[src/common/exc_vec_pkg.sv]
// shared constants and carrier types for the exception vector and fault rerun unit
package exc_vec_pkg;

  localparam int VEC_W = 8;
  localparam int ADDR_W = 32;
  localparam int OFFSET_SHIFT = 2;

  localparam logic [7:0] VEC_RESET_SP = 8'h00;
  localparam logic [7:0] VEC_RESET_PC = 8'h01;
  localparam logic [7:0] VEC_BUS_ERROR = 8'h02;
  localparam logic [7:0] VEC_ADDR_ERROR = 8'h03;
  localparam logic [7:0] VEC_ILLEGAL = 8'h04;
  localparam logic [7:0] VEC_ZERO_DIV = 8'h05;
  localparam logic [7:0] VEC_BOUNDS_CHECK = 8'h06;
  localparam logic [7:0] VEC_COND_TRAP = 8'h07;
  localparam logic [7:0] VEC_PRIV_VIOL = 8'h08;
  localparam logic [7:0] VEC_TRACE = 8'h09;
  localparam logic [7:0] VEC_LINE_A = 8'h0A;
  localparam logic [7:0] VEC_LINE_F = 8'h0B;
  localparam logic [7:0] VEC_HW_BKPT = 8'h0C;
  localparam logic [7:0] VEC_FORMAT_ERR = 8'h0E;
  localparam logic [7:0] VEC_UNINIT_INT = 8'h0F;
  localparam logic [7:0] VEC_SPURIOUS = 8'h18;
  localparam logic [7:0] VEC_AUTOVEC_BASE = 8'h18;
  localparam logic [7:0] VEC_TRAP_BASE = 8'h20;
  localparam logic [7:0] VEC_USER_FIRST = 8'h40;

  localparam logic [4:0] MOVE_OPERANDS_MAX = 5'h10;

  // function codes of the two spaces the table lives in
  localparam logic [2:0] FC_SUPERVISOR_DATA = 3'h5;
  localparam logic [2:0] FC_SUPERVISOR_PROGRAM = 3'h6;

  localparam logic [1:0] SIZE_LONG = 2'h0;
  localparam logic [1:0] SIZE_BYTE = 2'h1;
  localparam logic [1:0] SIZE_WORD = 2'h2;

  // special status word bit positions
  localparam int SSW_RERUN_POS = 12;
  localparam int SSW_READ_POS = 6;
  localparam int SSW_SIZE_LSB = 4;
  localparam int SSW_FC_LSB = 0;

  typedef enum logic [3:0] {
    CAUSE_NONE, CAUSE_BUS_ERROR, CAUSE_ADDR_ERROR, CAUSE_ILLEGAL, CAUSE_ZERO_DIV,
    CAUSE_BOUNDS_CHECK, CAUSE_COND_TRAP, CAUSE_PRIV_VIOL, CAUSE_TRACE, CAUSE_LINE_A,
    CAUSE_LINE_F, CAUSE_HW_BKPT, CAUSE_FORMAT_ERR, CAUSE_UNINIT_INT, CAUSE_INTERRUPT,
    CAUSE_TRAP
  } cause_type;

  // request from the sequencer to start exception processing
  typedef struct packed {
    logic valid;
    cause_type cause;
    logic [3:0] trap_num;
    logic [2:0] int_level;
    logic autovector;
    logic spurious;
    logic [7:0] ext_vector;
  } exc_req_type;

  // bus fetch request issued by this unit
  typedef struct packed {
    logic valid;
    logic [31:0] addr;
    logic [2:0] fc;
    logic [1:0] size;
    logic write;
  } bus_req_type;

  // bus completion from the bus controller
  typedef struct packed {
    logic done;
    logic berr;
    logic [31:0] rdata;
  } bus_rsp_type;

  // state saved when a cycle faults
  typedef struct packed {
    logic [15:0] special_status_word;
    logic [31:0] fault_addr;
    logic [31:0] move_next_addr;
    logic [4:0] move_remaining;
  } fault_frame_type;

endpackage

[src/design/exc_vec_unit.sv]
// exception vectoring, reset fetch and faulted cycle rerun
`timescale 1ns/10ps

// Notes on behaviour
// - at reset fetch stack pointer from vector 0, offset 0x000, supervisor program space
// - then fetch program counter from vector 1, offset 0x004, supervisor program space
// - fixed vectors 2 to 15 in supervisor data space; vector 13 unused
// - spurious interrupt is vector 24; autovectors 25 to 31 for levels 1 to 7
// - trap instructions 0 to 15 use vectors 32 to 47
// - vectors 64 to 255 user defined; external vectors are passed unchecked
// - interrupt acknowledge with no arbitration answer ends in internal bus error
// - rerun decision on return uses only the rerun-required bit
// - rerun takes address and size from stacked fault address and size field
// - a rerun read is performed and its returned data discarded
// - restartable faults unstack state, then refetch and restart the instruction
// - multiple register move fault saves next address and remaining count
module exc_vec_unit (
  input wire logic sys_clk,
  input wire logic arst_n,
  input wire exc_vec_pkg::exc_req_type exc_req,
  input wire logic iack_active,
  input wire logic iack_arb_seen,
  input wire logic rte_req,
  input wire logic rte_restart,
  input wire exc_vec_pkg::fault_frame_type stacked_frame,
  input wire logic fault_capture,
  input wire exc_vec_pkg::fault_frame_type live_frame,
  input wire exc_vec_pkg::bus_rsp_type bus_rsp,
  output exc_vec_pkg::bus_req_type bus_req,
  output logic iack_berr,
  output logic [31:0] init_sp,
  output logic [31:0] init_pc,
  output logic reset_done,
  output logic [31:0] vector_word,
  output logic vector_valid,
  output logic [7:0] vector_num,
  output logic rerun_done,
  output logic restart_fetch,
  output exc_vec_pkg::fault_frame_type saved_frame
);

  typedef enum logic [2:0] {ST_SP, ST_PC, ST_IDLE, ST_VEC, ST_RERUN} state_type;

  state_type state_q, state_d;
  exc_vec_pkg::bus_req_type bus_q, bus_d;
  logic [31:0] sp_q, sp_d, pc_q, pc_d, vw_q, vw_d;
  logic [7:0] vn_q, vn_d, vec_sel;
  logic rd_q, rd_d, vv_q, vv_d, rr_q, rr_d, rf_q, rf_d, be_q, be_d;
  // restart wish kept over the rerun, rte_restart only stands with rte_req
  logic rs_q, rs_d;
  exc_vec_pkg::fault_frame_type fr_q, fr_d;

  // cause to vector number
  always_comb
  begin
    case (exc_req.cause)
      exc_vec_pkg::CAUSE_BUS_ERROR: vec_sel = exc_vec_pkg::VEC_BUS_ERROR;
      exc_vec_pkg::CAUSE_ADDR_ERROR: vec_sel = exc_vec_pkg::VEC_ADDR_ERROR;
      exc_vec_pkg::CAUSE_ILLEGAL: vec_sel = exc_vec_pkg::VEC_ILLEGAL;
      exc_vec_pkg::CAUSE_ZERO_DIV: vec_sel = exc_vec_pkg::VEC_ZERO_DIV;
      exc_vec_pkg::CAUSE_BOUNDS_CHECK: vec_sel = exc_vec_pkg::VEC_BOUNDS_CHECK;
      exc_vec_pkg::CAUSE_COND_TRAP: vec_sel = exc_vec_pkg::VEC_COND_TRAP;
      exc_vec_pkg::CAUSE_PRIV_VIOL: vec_sel = exc_vec_pkg::VEC_PRIV_VIOL;
      exc_vec_pkg::CAUSE_TRACE: vec_sel = exc_vec_pkg::VEC_TRACE;
      exc_vec_pkg::CAUSE_LINE_A: vec_sel = exc_vec_pkg::VEC_LINE_A;
      exc_vec_pkg::CAUSE_LINE_F: vec_sel = exc_vec_pkg::VEC_LINE_F;
      exc_vec_pkg::CAUSE_HW_BKPT: vec_sel = exc_vec_pkg::VEC_HW_BKPT;
      exc_vec_pkg::CAUSE_FORMAT_ERR: vec_sel = exc_vec_pkg::VEC_FORMAT_ERR;
      exc_vec_pkg::CAUSE_UNINIT_INT: vec_sel = exc_vec_pkg::VEC_UNINIT_INT;
      exc_vec_pkg::CAUSE_TRAP: vec_sel = exc_vec_pkg::VEC_TRAP_BASE + {4'h0, exc_req.trap_num};
      exc_vec_pkg::CAUSE_INTERRUPT:
      begin
        if (exc_req.spurious)
          vec_sel = exc_vec_pkg::VEC_SPURIOUS;
        else if (exc_req.autovector)
          vec_sel = exc_vec_pkg::VEC_AUTOVEC_BASE + {5'h00, exc_req.int_level};
        else
          vec_sel = exc_req.ext_vector;
      end
      default: vec_sel = exc_vec_pkg::VEC_UNINIT_INT;
    endcase
  end

  always_comb
  begin
    state_d = state_q;
    bus_d = bus_q;
    sp_d = sp_q;
    pc_d = pc_q;
    vw_d = vw_q;
    vn_d = vn_q;
    rd_d = rd_q;
    vv_d = 1'b0;
    rr_d = 1'b0;
    rf_d = 1'b0;
    rs_d = rs_q;
    fr_d = fr_q;
    // only the iack phase may raise this, never a vector fetch
    be_d = iack_active && !iack_arb_seen;
    if (fault_capture)
      fr_d = live_frame;
    case (state_q)
      ST_SP:
      begin
        bus_d = '{1'b1, {22'h0, exc_vec_pkg::VEC_RESET_SP, 2'h0}, exc_vec_pkg::FC_SUPERVISOR_PROGRAM,
          exc_vec_pkg::SIZE_LONG, 1'b0};
        if (bus_q.valid && bus_rsp.done)
        begin
          sp_d = bus_rsp.rdata;
          bus_d.addr = {22'h0, exc_vec_pkg::VEC_RESET_PC, 2'h0};
          state_d = ST_PC;
        end
      end
      ST_PC:
      begin
        if (bus_rsp.done)
        begin
          pc_d = bus_rsp.rdata;
          rd_d = 1'b1;
          bus_d.valid = 1'b0;
          state_d = ST_IDLE;
        end
      end
      ST_IDLE:
      begin
        if (exc_req.valid)
        begin
          vn_d = vec_sel;
          bus_d = '{1'b1, {22'h0, vec_sel, 2'h0}, exc_vec_pkg::FC_SUPERVISOR_DATA, exc_vec_pkg::SIZE_LONG, 1'b0};
          state_d = ST_VEC;
        end
        else if (rte_req && stacked_frame.special_status_word[exc_vec_pkg::SSW_RERUN_POS])
        begin
          bus_d.valid = 1'b1;
          bus_d.addr = stacked_frame.fault_addr;
          bus_d.size = stacked_frame.special_status_word[exc_vec_pkg::SSW_SIZE_LSB +: 2];
          bus_d.fc = stacked_frame.special_status_word[exc_vec_pkg::SSW_FC_LSB +: 3];
          bus_d.write = !stacked_frame.special_status_word[exc_vec_pkg::SSW_READ_POS];
          rs_d = rte_restart;
          state_d = ST_RERUN;
        end
        else if (rte_req && rte_restart)
          rf_d = 1'b1;
      end
      ST_VEC:
      begin
        if (bus_rsp.done)
        begin
          vw_d = bus_rsp.rdata;
          vv_d = 1'b1;
          bus_d.valid = 1'b0;
          state_d = ST_IDLE;
        end
      end
      ST_RERUN:
      begin
        // read data is not captured anywhere
        if (bus_rsp.done)
        begin
          bus_d.valid = 1'b0;
          rr_d = 1'b1;
          rf_d = rs_q;
          state_d = ST_IDLE;
        end
      end
      default: state_d = ST_IDLE;
    endcase
  end

  always_ff @(posedge sys_clk or negedge arst_n)
  begin
    if (!arst_n)
    begin
      state_q <= ST_SP;
      bus_q <= '0;
      sp_q <= 32'h0000_0000;
      pc_q <= 32'h0000_0000;
      vw_q <= 32'h0000_0000;
      vn_q <= 8'h00;
      rd_q <= 1'b0;
      vv_q <= 1'b0;
      rr_q <= 1'b0;
      rf_q <= 1'b0;
      rs_q <= 1'b0;
      be_q <= 1'b0;
      fr_q <= '0;
    end
    else
    begin
      state_q <= state_d;
      bus_q <= bus_d;
      sp_q <= sp_d;
      pc_q <= pc_d;
      vw_q <= vw_d;
      vn_q <= vn_d;
      rd_q <= rd_d;
      vv_q <= vv_d;
      rr_q <= rr_d;
      rf_q <= rf_d;
      rs_q <= rs_d;
      be_q <= be_d;
      fr_q <= fr_d;
    end
  end

  assign bus_req = bus_q;
  assign iack_berr = be_q;
  assign init_sp = sp_q;
  assign init_pc = pc_q;
  assign reset_done = rd_q;
  assign vector_word = vw_q;
  assign vector_valid = vv_q;
  assign vector_num = vn_q;
  assign rerun_done = rr_q;
  assign restart_fetch = rf_q;
  assign saved_frame = fr_q;

  a_reset_sp_fetch: assert property (@(posedge sys_clk) disable iff (!arst_n)
    (state_q == ST_SP && bus_q.valid) |-> (bus_q.addr == 32'h0 && bus_q.fc == exc_vec_pkg::FC_SUPERVISOR_PROGRAM))
    else $error("sp fetch wrong");
  a_reset_pc_fetch: assert property (@(posedge sys_clk) disable iff (!arst_n)
    (state_q == ST_PC) |-> (bus_q.addr == 32'h4 && bus_q.fc == exc_vec_pkg::FC_SUPERVISOR_PROGRAM))
    else $error("pc fetch wrong");
  a_vec_offset_x4: assert property (@(posedge sys_clk) disable iff (!arst_n)
    (state_q == ST_VEC) |-> (bus_q.addr == {22'h0, vn_q, 2'h0} && bus_q.size == exc_vec_pkg::SIZE_LONG))
    else $error("vector offset wrong");
  a_trap_vector_map: assert property (@(posedge sys_clk) disable iff (!arst_n)
    (state_q == ST_IDLE && exc_req.valid && exc_req.cause == exc_vec_pkg::CAUSE_TRAP)
      |=> (vn_q == 8'h20 + {4'h0, $past(exc_req.trap_num)}))
    else $error("trap vector wrong");
  a_autovec_map: assert property (@(posedge sys_clk) disable iff (!arst_n)
    (state_q == ST_IDLE && exc_req.valid && exc_req.cause == exc_vec_pkg::CAUSE_INTERRUPT
      && exc_req.autovector && !exc_req.spurious) |=> (vn_q == 8'h18 + {5'h0, $past(exc_req.int_level)}))
    else $error("autovector wrong");
  a_iack_berr: assert property (@(posedge sys_clk) disable iff (!arst_n)
    (iack_active && !iack_arb_seen) |=> iack_berr)
    else $error("iack berr missing");
  a_rerun_only_rr: assert property (@(posedge sys_clk) disable iff (!arst_n)
    (state_q == ST_IDLE && !exc_req.valid && rte_req) |=>
      ((state_q == ST_RERUN) == $past(stacked_frame.special_status_word[exc_vec_pkg::SSW_RERUN_POS])))
    else $error("rerun decision wrong");
  a_rerun_addr: assert property (@(posedge sys_clk) disable iff (!arst_n)
    (state_q == ST_IDLE && !exc_req.valid && rte_req && stacked_frame.special_status_word[exc_vec_pkg::SSW_RERUN_POS])
      |=> (bus_q.addr == $past(stacked_frame.fault_addr)))
    else $error("rerun address wrong");
  a_read_discard: assert property (@(posedge sys_clk) disable iff (!arst_n)
    (state_q == ST_RERUN) |=> $stable(vw_q))
    else $error("rerun read data kept");
  a_frame_capture: assert property (@(posedge sys_clk) disable iff (!arst_n)
    fault_capture |=> (saved_frame == $past(live_frame)))
    else $error("fault frame not saved");
  a_restart_fetch: assert property (@(posedge sys_clk) disable iff (!arst_n)
    (state_q == ST_IDLE && !exc_req.valid && rte_req && rte_restart
      && !stacked_frame.special_status_word[exc_vec_pkg::SSW_RERUN_POS]) |=> restart_fetch)
    else $error("restart missing");

  c_reset_done: cover property (@(posedge sys_clk) disable iff (!arst_n) $rose(reset_done));
  c_vector_read: cover property (@(posedge sys_clk) disable iff (!arst_n) vector_valid);
  c_rerun_write: cover property (@(posedge sys_clk) disable iff (!arst_n) state_q == ST_RERUN && bus_q.write);
  c_iack_berr: cover property (@(posedge sys_clk) disable iff (!arst_n) iack_berr);

endmodule // exc_vec_unit

[config.mk]
export PLATFORM = sky130hd
export DESIGN_NAME = exc_vec_unit
export DESIGN_NICKNAME = d
export VERILOG_FILES = /design/src/common/exc_vec_pkg.sv /design/src/design/exc_vec_unit.sv
export SDC_FILE = /design/constraint.sdc
export NUM_CORES = 1
export LEC_CHECK = 0
export BUFFER_PORTS_ARGS = -buffer_cell sky130_fd_sc_hd__buf_2
export CAP_MARGIN = 10
export CELL_PAD_IN_SITES_DETAIL_PLACEMENT = 0
export CELL_PAD_IN_SITES_GLOBAL_PLACEMENT = 1
export CORE_AREA = 2 2 180 182
export CTS_CLUSTER_DIAMETER = 60
export DETAILED_ROUTE_END_ITERATION = 8
export DIE_AREA = 0 0 182 184
export GPL_TIMING_DRIVEN = 0
export PLACE_DENSITY = 0.75
export SETUP_SLACK_MARGIN = 0.1
export SYNTH_ARGS = -nofsm -noshare
export SYNTH_HDL_FRONTEND = slang
export SYNTH_SLANG_ARGS = --single-unit
export TNS_END_PERCENT = 10
[constraint.sdc]
create_clock -name sys_clk -period 2.18 [get_ports sys_clk]
set_input_delay 0.327 -clock sys_clk [delete_from_list [all_inputs] [get_ports sys_clk]]
set_output_delay 0.327 -clock sys_clk [all_outputs]
set_load 0.01 [all_outputs]
==> run_results.csv, run 1 <==
group,metric,value,unit
outcome,status,"finished clean",
placed_design,gp_congestion,0.786,
synthesis,yosys_warnings,0,
worst_setup_path,max_stage_delay,440,ps
synthesis,ys_ff_latch,237,
routing,avgRoutedWirePerCell,17.8,µm
synthesis,synthFlopType,"dfrtp_1",
clocking,clock_latency,530,ps
grt,use_met1,0.176,
worst_setup_path,cp.required,2590,ps
sta,period_needed,2020,ps
clocking,clk_pin_slew,60,ps
routing,antenna_left,0,
floorplanning,start_util,0.292,
floorplanning,die_x,182,µm
worst_setup_path,r2r_start,"state_q[2]",
worst_setup_path,end_kind,"flip-flop",
synthesis,avgSynthCellArea,15.0,µm²
pwr,max-vdd-ir-drop,0.000740,V
finish,area_delta_synth_final,46.3,%
worst_setup_path,path_max_fanout,10,
clocking,clock_tree.buffer_depth,3,
grt,top_usage_layer,"met2",
worst_setup_path,crit_path_cell_trace,"buf_4 -> a311o_1 -> buf_2 -> nor3_4 -> mux2_1",
clocking,cts_made_buffers,28,
floorplanning,fp-row-count,65,
sta,maxSlewViolCount,0,
clocking,cts-htree-levels,1,
finish,num-nets-final,1357,
worst_setup_path,path_class,"reg2reg",
routing,drt-vias-per-instance,4.51,
grt,grt_pass1_wl,41.5,mm
worst_setup_path,worst-path-buf-inv,2,
clocking,root_buffer,"clkbuf_16",
floorplanning,dieArea,33500,µm²
hold_path,hp-class,"in2reg",
routing,drtIter0Drc,209,
finish,nFillCells,2953,
synthesis,netlist_area,9180,µm²
job,cap_violations,0,
synthesis,syn-instance-count,614,
hold_path,min_from,"stacked_frame[63]",
synthesis,synth.distinct_cells,47,
sta,worst_hold_slack,27.5,ps
synthesis,syn_nets,847,
grt,grt_pass1_vias,7360,
worst_setup_path,cp-start-kind,"flip-flop",
placed_design,dpl.hpwl,20.1,mm
sta,maxSlewHeadroom,0.531,
sta,max_slew.worst_pin.slew,704,ps
synthesis,async_flop_share,1.00,
sta,fin_crit_sh,0.926,
routing,drt-total-wl,27.7,mm
grt,grt.total_usage,0.157,
sta,tns,0,ps
sta,skew,8.66,ps
synthesis,ys_seq_area_frac,0.646,
clocking,cts_sinks,237,
floorplanning,ioPinCount,466,
grt,grt_use_met2,0.285,
pwr,power.density,1220,nW/µm²
sta,finalSetupViolations,0,
pwr,total_leakage_power,6.54,nW
sta,rsz0062_at_grt,"true",
grt,grt_max_degree,93,
worst_setup_path,cp-startpoint,"state_q[2]",
grt,antenna_found_initial,5,
sta,hold_viol,0,
floorplanning,die_height,184,µm
floorplanning,core,31400,µm²
sta,max_freq,496,MHz
grt,grt_use_met3,0.0539,
routing,drc,0,
grt,overflow,0,
routing,first_pass_iters,4,
worst_setup_path,cp.arrival,2430,ps
worst_setup_path,slowest_stage,"nor3_4",
clocking,cts_tree,"built",
finish,layout-drive-gt1-share,0.592,
synthesis,synth_edf_count,0,
worst_setup_path,path_delay_family,"simple AND/OR/NAND/NOR gates",
placed_design,portBuffers,415,
routing,via_count,6992,
worst reg2reg max path: cells and delay by family, from the launching register on:
family / cells / cell delay, ps
AO/OA/AOI/OAI: 1 / 310
buffers and inverters: 2 / 380
flip-flops: 1 / 390
multiplexers: 1 / 380
AND/OR/NAND/NOR: 1 / 440
metal layers:
| metal | routed length (µm) | up-vias |
|---|---|---|
| li1 | - | 3246 |
| met1 | 10600 | 3417 |
| met2 | 13900 | 287 |
| met3 | 2410 | 40 |
| met4 | 741 | 2 |
| met5 | 13 | - |
cell type report:
class,instances,area [µm²],share of cell area
antenna,3,7.51,0.000559
buffer,37,180,0.0134
clock buffer,40,847,0.0631
clock inverter,12,108,0.00801
inverter,4,15.0,0.00112
multi-input combinational,336,3070,0.228
sequential,237,5930,0.442
tap,402,503,0.0374
timing repair buffer,480,2770,0.206
metrics by stage:
stage                util  setup WS (ps)  power [mW]  instance area (µm²)  instances
floorplan               -            449        9.33                 9180        614
global placement    0.375          -3460        11.6                11800       1431
detailed placement  0.377           73.4        11.8                11800       1433
CTS                 0.427            141        16.7                13400       1548
global route        0.428           21.3        17.4                13400       1549
finish              0.428            162        16.5                13400       1551
power by group:
group          internal, mW  total [mW]  switching [mW]
clock                  2.83        4.68            1.85
combinational          2.55        5.26            2.71
sequential             5.81        6.51           0.701
total                  11.2        16.5            5.26
logic make-up after synthesis:
group,count (synthesis),share of synthesized area
muxes,187,0.229
AOI/OAI and AO/OA,74,0.0597
xor gates and xnor gates,1,0.000954
and+or+nand+nor,73,0.0421
buffers and inverters,41,0.0213
DFF,237,0.646
adders and majority gates,1,0.00109
worst paths after layout:
check	slack, ps	to	cells past startpoint
max	160	rs_q	5
min reg2reg	460	reset_done	1
max reg2reg	160	rs_q	5
min	30	bus_req[32]	2
min in group asynchronous	370	saved_frame[52]	2
max in group asynchronous	940	vector_word[19]	3
synthesized netlist by cell type (2+ instances only):
| library cell | number | area (µm²) |
|---|---|---|
| dfrtp_1 | 237 | 5930 |
| mux2_2 | 183 | 2060 |
| nand2_1 | 27 | 101 |
| a22o_1 | 26 | 228 |
| o21ai_0 | 17 | 85.1 |
| buf_2 | 15 | 75.1 |
| clkbuf_1 | 15 | 56.3 |
| nor2b_1 | 9 | 56.3 |
| nor2_1 | 8 | 30.0 |
| nand3_1 | 6 | 30.0 |
| o31ai_1 | 6 | 45.0 |
| a21oi_1 | 5 | 25.0 |
| nor3_1 | 5 | 25.0 |
| nor4_1 | 5 | 31.3 |
| buf_1 | 3 | 11.3 |
| inv_1 | 3 | 11.3 |
| mux2i_1 | 3 | 30.0 |
| nand2b_1 | 3 | 18.8 |
| a21boi_0 | 2 | 15.0 |
| a221oi_1 | 2 | 17.5 |
| a311o_1 | 2 | 20.0 |
| a311oi_1 | 2 | 17.5 |
| a31oi_1 | 2 | 12.5 |
| buf_4 | 2 | 15.0 |
| buf_6 | 2 | 22.5 |
| o21ai_1 | 2 | 10.0 |
| or2_2 | 2 | 12.5 |
layout by cell type, fill, tap and decap left out, types with 2 or more instances in the layout:
master	netlist	routed
o31ai_1	6	6
clkbuf_8	0	8
buf_4	2	2
nor3_1	5	5
buf_6	2	2
clkbuf_1	15	18
clkbuf_16	0	29
a21boi_0	2	2
dfrtp_1	237	237
a221oi_1	2	2
nand2_1	27	27
clkinvlp_4	0	2
or2_2	2	2
a22o_1	26	26
mux2i_1	3	3
nor2b_1	9	9
buf_2	15	429
mux2_2	183	183
dlygate4sd3_1	0	63
buf_16	0	2
inv_1	3	3
nand3_1	6	6
o21ai_1	2	2
clkinv_2	0	7
buf_1	3	3
a311o_1	2	2
a31oi_1	2	2
diode_2	0	3
o21ai_0	17	17
nor2_1	8	8
nand2b_1	3	3
a21oi_1	5	5
nor4_1	5	5
state kept, by name (all words and copies together) (netlist names):
| name | cells |
|---|---|
| bus_req | 39 |
| iack_berr | 1 |
| init_pc | 32 |
| init_sp | 32 |
| rerun_done | 1 |
| reset_done | 1 |
| restart_fetch | 1 |
| rs_q | 1 |
| saved_frame | 85 |
| state_q | 3 |
| vector_num | 8 |
| vector_valid | 1 |
| vector_word | 32 |
repair_timing:
item	CTS	global route
gates cloned	0	0
endpoints found under the hold margin	127	0
endpoints found under the setup margin	2	39
gates resized for setup	1	1
setup buffers	0	0
hold buffers	63	0
(Power assumes the default switching activity.)
==> run 2: changes to the inputs <==
==> constraint.sdc (replaced) <==
create_clock -name sys_clk -period 2.18 [get_ports sys_clk]
set_input_delay 0.218 -clock sys_clk [delete_from_list [all_inputs] [get_ports sys_clk]]
set_output_delay 0.218 -clock sys_clk [all_outputs]
set_load 0.01 [all_outputs]
==> run 2 against run 1 <==
  * Cell count grew 6.1%
  * Critical endpoint unchanged
  * Largest cell class unchanged
  * Via count grew 6.1%
  * Largest power group unchanged
  * Critical path type unchanged
  * First-iteration DRC count fell by 3.8%
==> run_results.csv, run 2 (same netlist as run 1, synthesis figures left out) <==
group,metric,value,unit
outcome,status,"finished clean",
sta,period_needed,2020,ps
placed_design,place_ws,73.4,ps
pwr,power.switching,5.33,mW
sta,maxSlewHeadroom,0.529,
sta,hold_viol,0,
routing,antenna_left,0,
sta,maxSlewViolCount,0,
grt,overflow,0,
floorplanning,fp-row-count,65,
floorplanning,ioPinCount,466,
clocking,clock_latency,530,ps
finish,num-nets-final,1451,
hold_path,hp-class,"in2reg",
routing,drt-total-wl,29.2,mm
clocking,root_buffer,"clkbuf_16",
floorplanning,start_util,0.292,
clocking,cts-htree-levels,1,
pwr,p_seq_frac,0.392,
sta,finalSetupViolations,0,
finish,postLayoutCoreUtil,0.458,
routing,first_pass_iters,4,
placed_design,dpl.hpwl,20.1,mm
pwr,p_int,11.3,mW
routing,drc,0,
placed_design,portBuffers,415,
worst_setup_path,path_class,"reg2reg",
sta,fin_crit_sh,0.926,
floorplanning,core,31400,µm²
grt,grt_max_degree,93,
sta,worst_hold_slack,47.0,ps
sta,max_slew.worst_pin.slew,707,ps
worst_setup_path,path_max_fanout,10,
finish,final_cell_area,14400,µm²
sta,setup_ws,162,ps
floorplanning,die_height,184,µm
routing,drtIter0Drc,201,
clocking,clock_tree.buffer_depth,3,
placed_design,gp_congestion,0.786,
sta,skew,8.33,ps
job,cap_violations,0,
pwr,max-vdd-ir-drop,0.000745,V
finish,final_cell_mix,"buf_2, dfrtp_1, mux2_2, dlygate4sd3_1, clkbuf_16",
clocking,cts_tree,"built",
clocking,clk_pin_slew,60,ps
pwr,total_leakage_power,6.93,nW
floorplanning,die_x,182,µm
routing,drt-vias-per-instance,4.51,
worst_setup_path,cp.required,2590,ps
routing,via_count,7419,
worst_setup_path,end_kind,"flip-flop",
worst_setup_path,worst_r2r_path_depth,5,
pwr,comb_power_share,0.326,
clocking,post_cts_buffers,0,
finish,layout-drive-gt1-share,0.547,
grt,grt_pass1_vias,7980,
grt,grt.total_usage,0.166,
clocking,cts_sinks,237,
sta,tns,0,ps
placed_design,placed_area,11800,µm²
pwr,p_clk_frac,0.282,
hold_path,min_path_cells,3,
pwr,power.total,16.6,mW
pwr,netSwitchingFraction,0.321,
worst_setup_path,cp-start-kind,"flip-flop",
routing,avgRoutedWirePerCell,17.8,µm
sta,rsz0062_at_grt,"true",
grt,grt_pass1_wl,44.1,mm
finish,area_delta_synth_final,56.5,%
clocking,cts_made_buffers,28,
pwr,power.density,1160,nW/µm²
finish,largest_reg_flops,85,
floorplanning,dieArea,33500,µm²
placed_design,dp_cells,1433,
worst_setup_path,cp.arrival,2430,ps
finish,final_common_cell,"buf_2",
grt,antenna_found_initial,3,
sta,max_freq,496,MHz
finish,stdcell_count,1645,
## run 2: changes by cell type in the layout (fill, tap and decap cells not counted)
cell | previous run | this run
dlygate4sd3_1 | 63 | 157
## run 2: what timing repair did
action / 4_1_cts / 5_1_grt
gates resized for setup: 1 / 1
hold buffers: 157 / 0
pin swaps: 0 / 0
endpoints found under the hold margin: 287 / 0
endpoints found under the setup margin: 2 / 39
## run 2: critical path: stages, from the launching register on
cell     delay [ps]
dfrtp_1         390
buf_4           180
a311o_1         310
buf_2           200
nor3_4          440
mux2_1          380
## run 2: layout make-up
cell class	count	area, µm²
fill	2827	17000
sequential	237	5930
timing repair buffer	574	3710
multi-input combinational	336	3070
clock buffer	40	847
tap	402	503
buffer	37	180
clock inverter	12	108
inverter	4	15.0
antenna	3	7.51
## run 2: worst paths after layout
path | from | to | slack [ps]
worst max-delay path | state_q[2] | rs_q | 160
worst min-delay path | stacked_frame[70] | bus_req[4] | 50
worst max register to register | state_q[2] | rs_q | 160
worst min register to register | reset_done | reset_done | 470
max in group asynchronous | arst_n | vector_word[19] | 1040
min in group asynchronous | arst_n | saved_frame[52] | 250
## run 2: metal layers
metal,part of all wire,track usage,wire length (µm)
met5,0,0,0
met3,0.078,0.0525,2290
met4,0.035,0.0571,1010
met1,0.39,0.183,11300
met2,0.50,0.302,14600
## run 2: power groups by stage
stage	clock, mW	combinational, mW	sequential (mW)
after global routing	5.01	5.88	6.70
after global placement	0	5.14	6.51
after CTS	4.82	5.46	6.52
after detailed placement	0	5.22	6.56
final	4.69	5.42	6.52
after floorplan	0	2.13	7.20
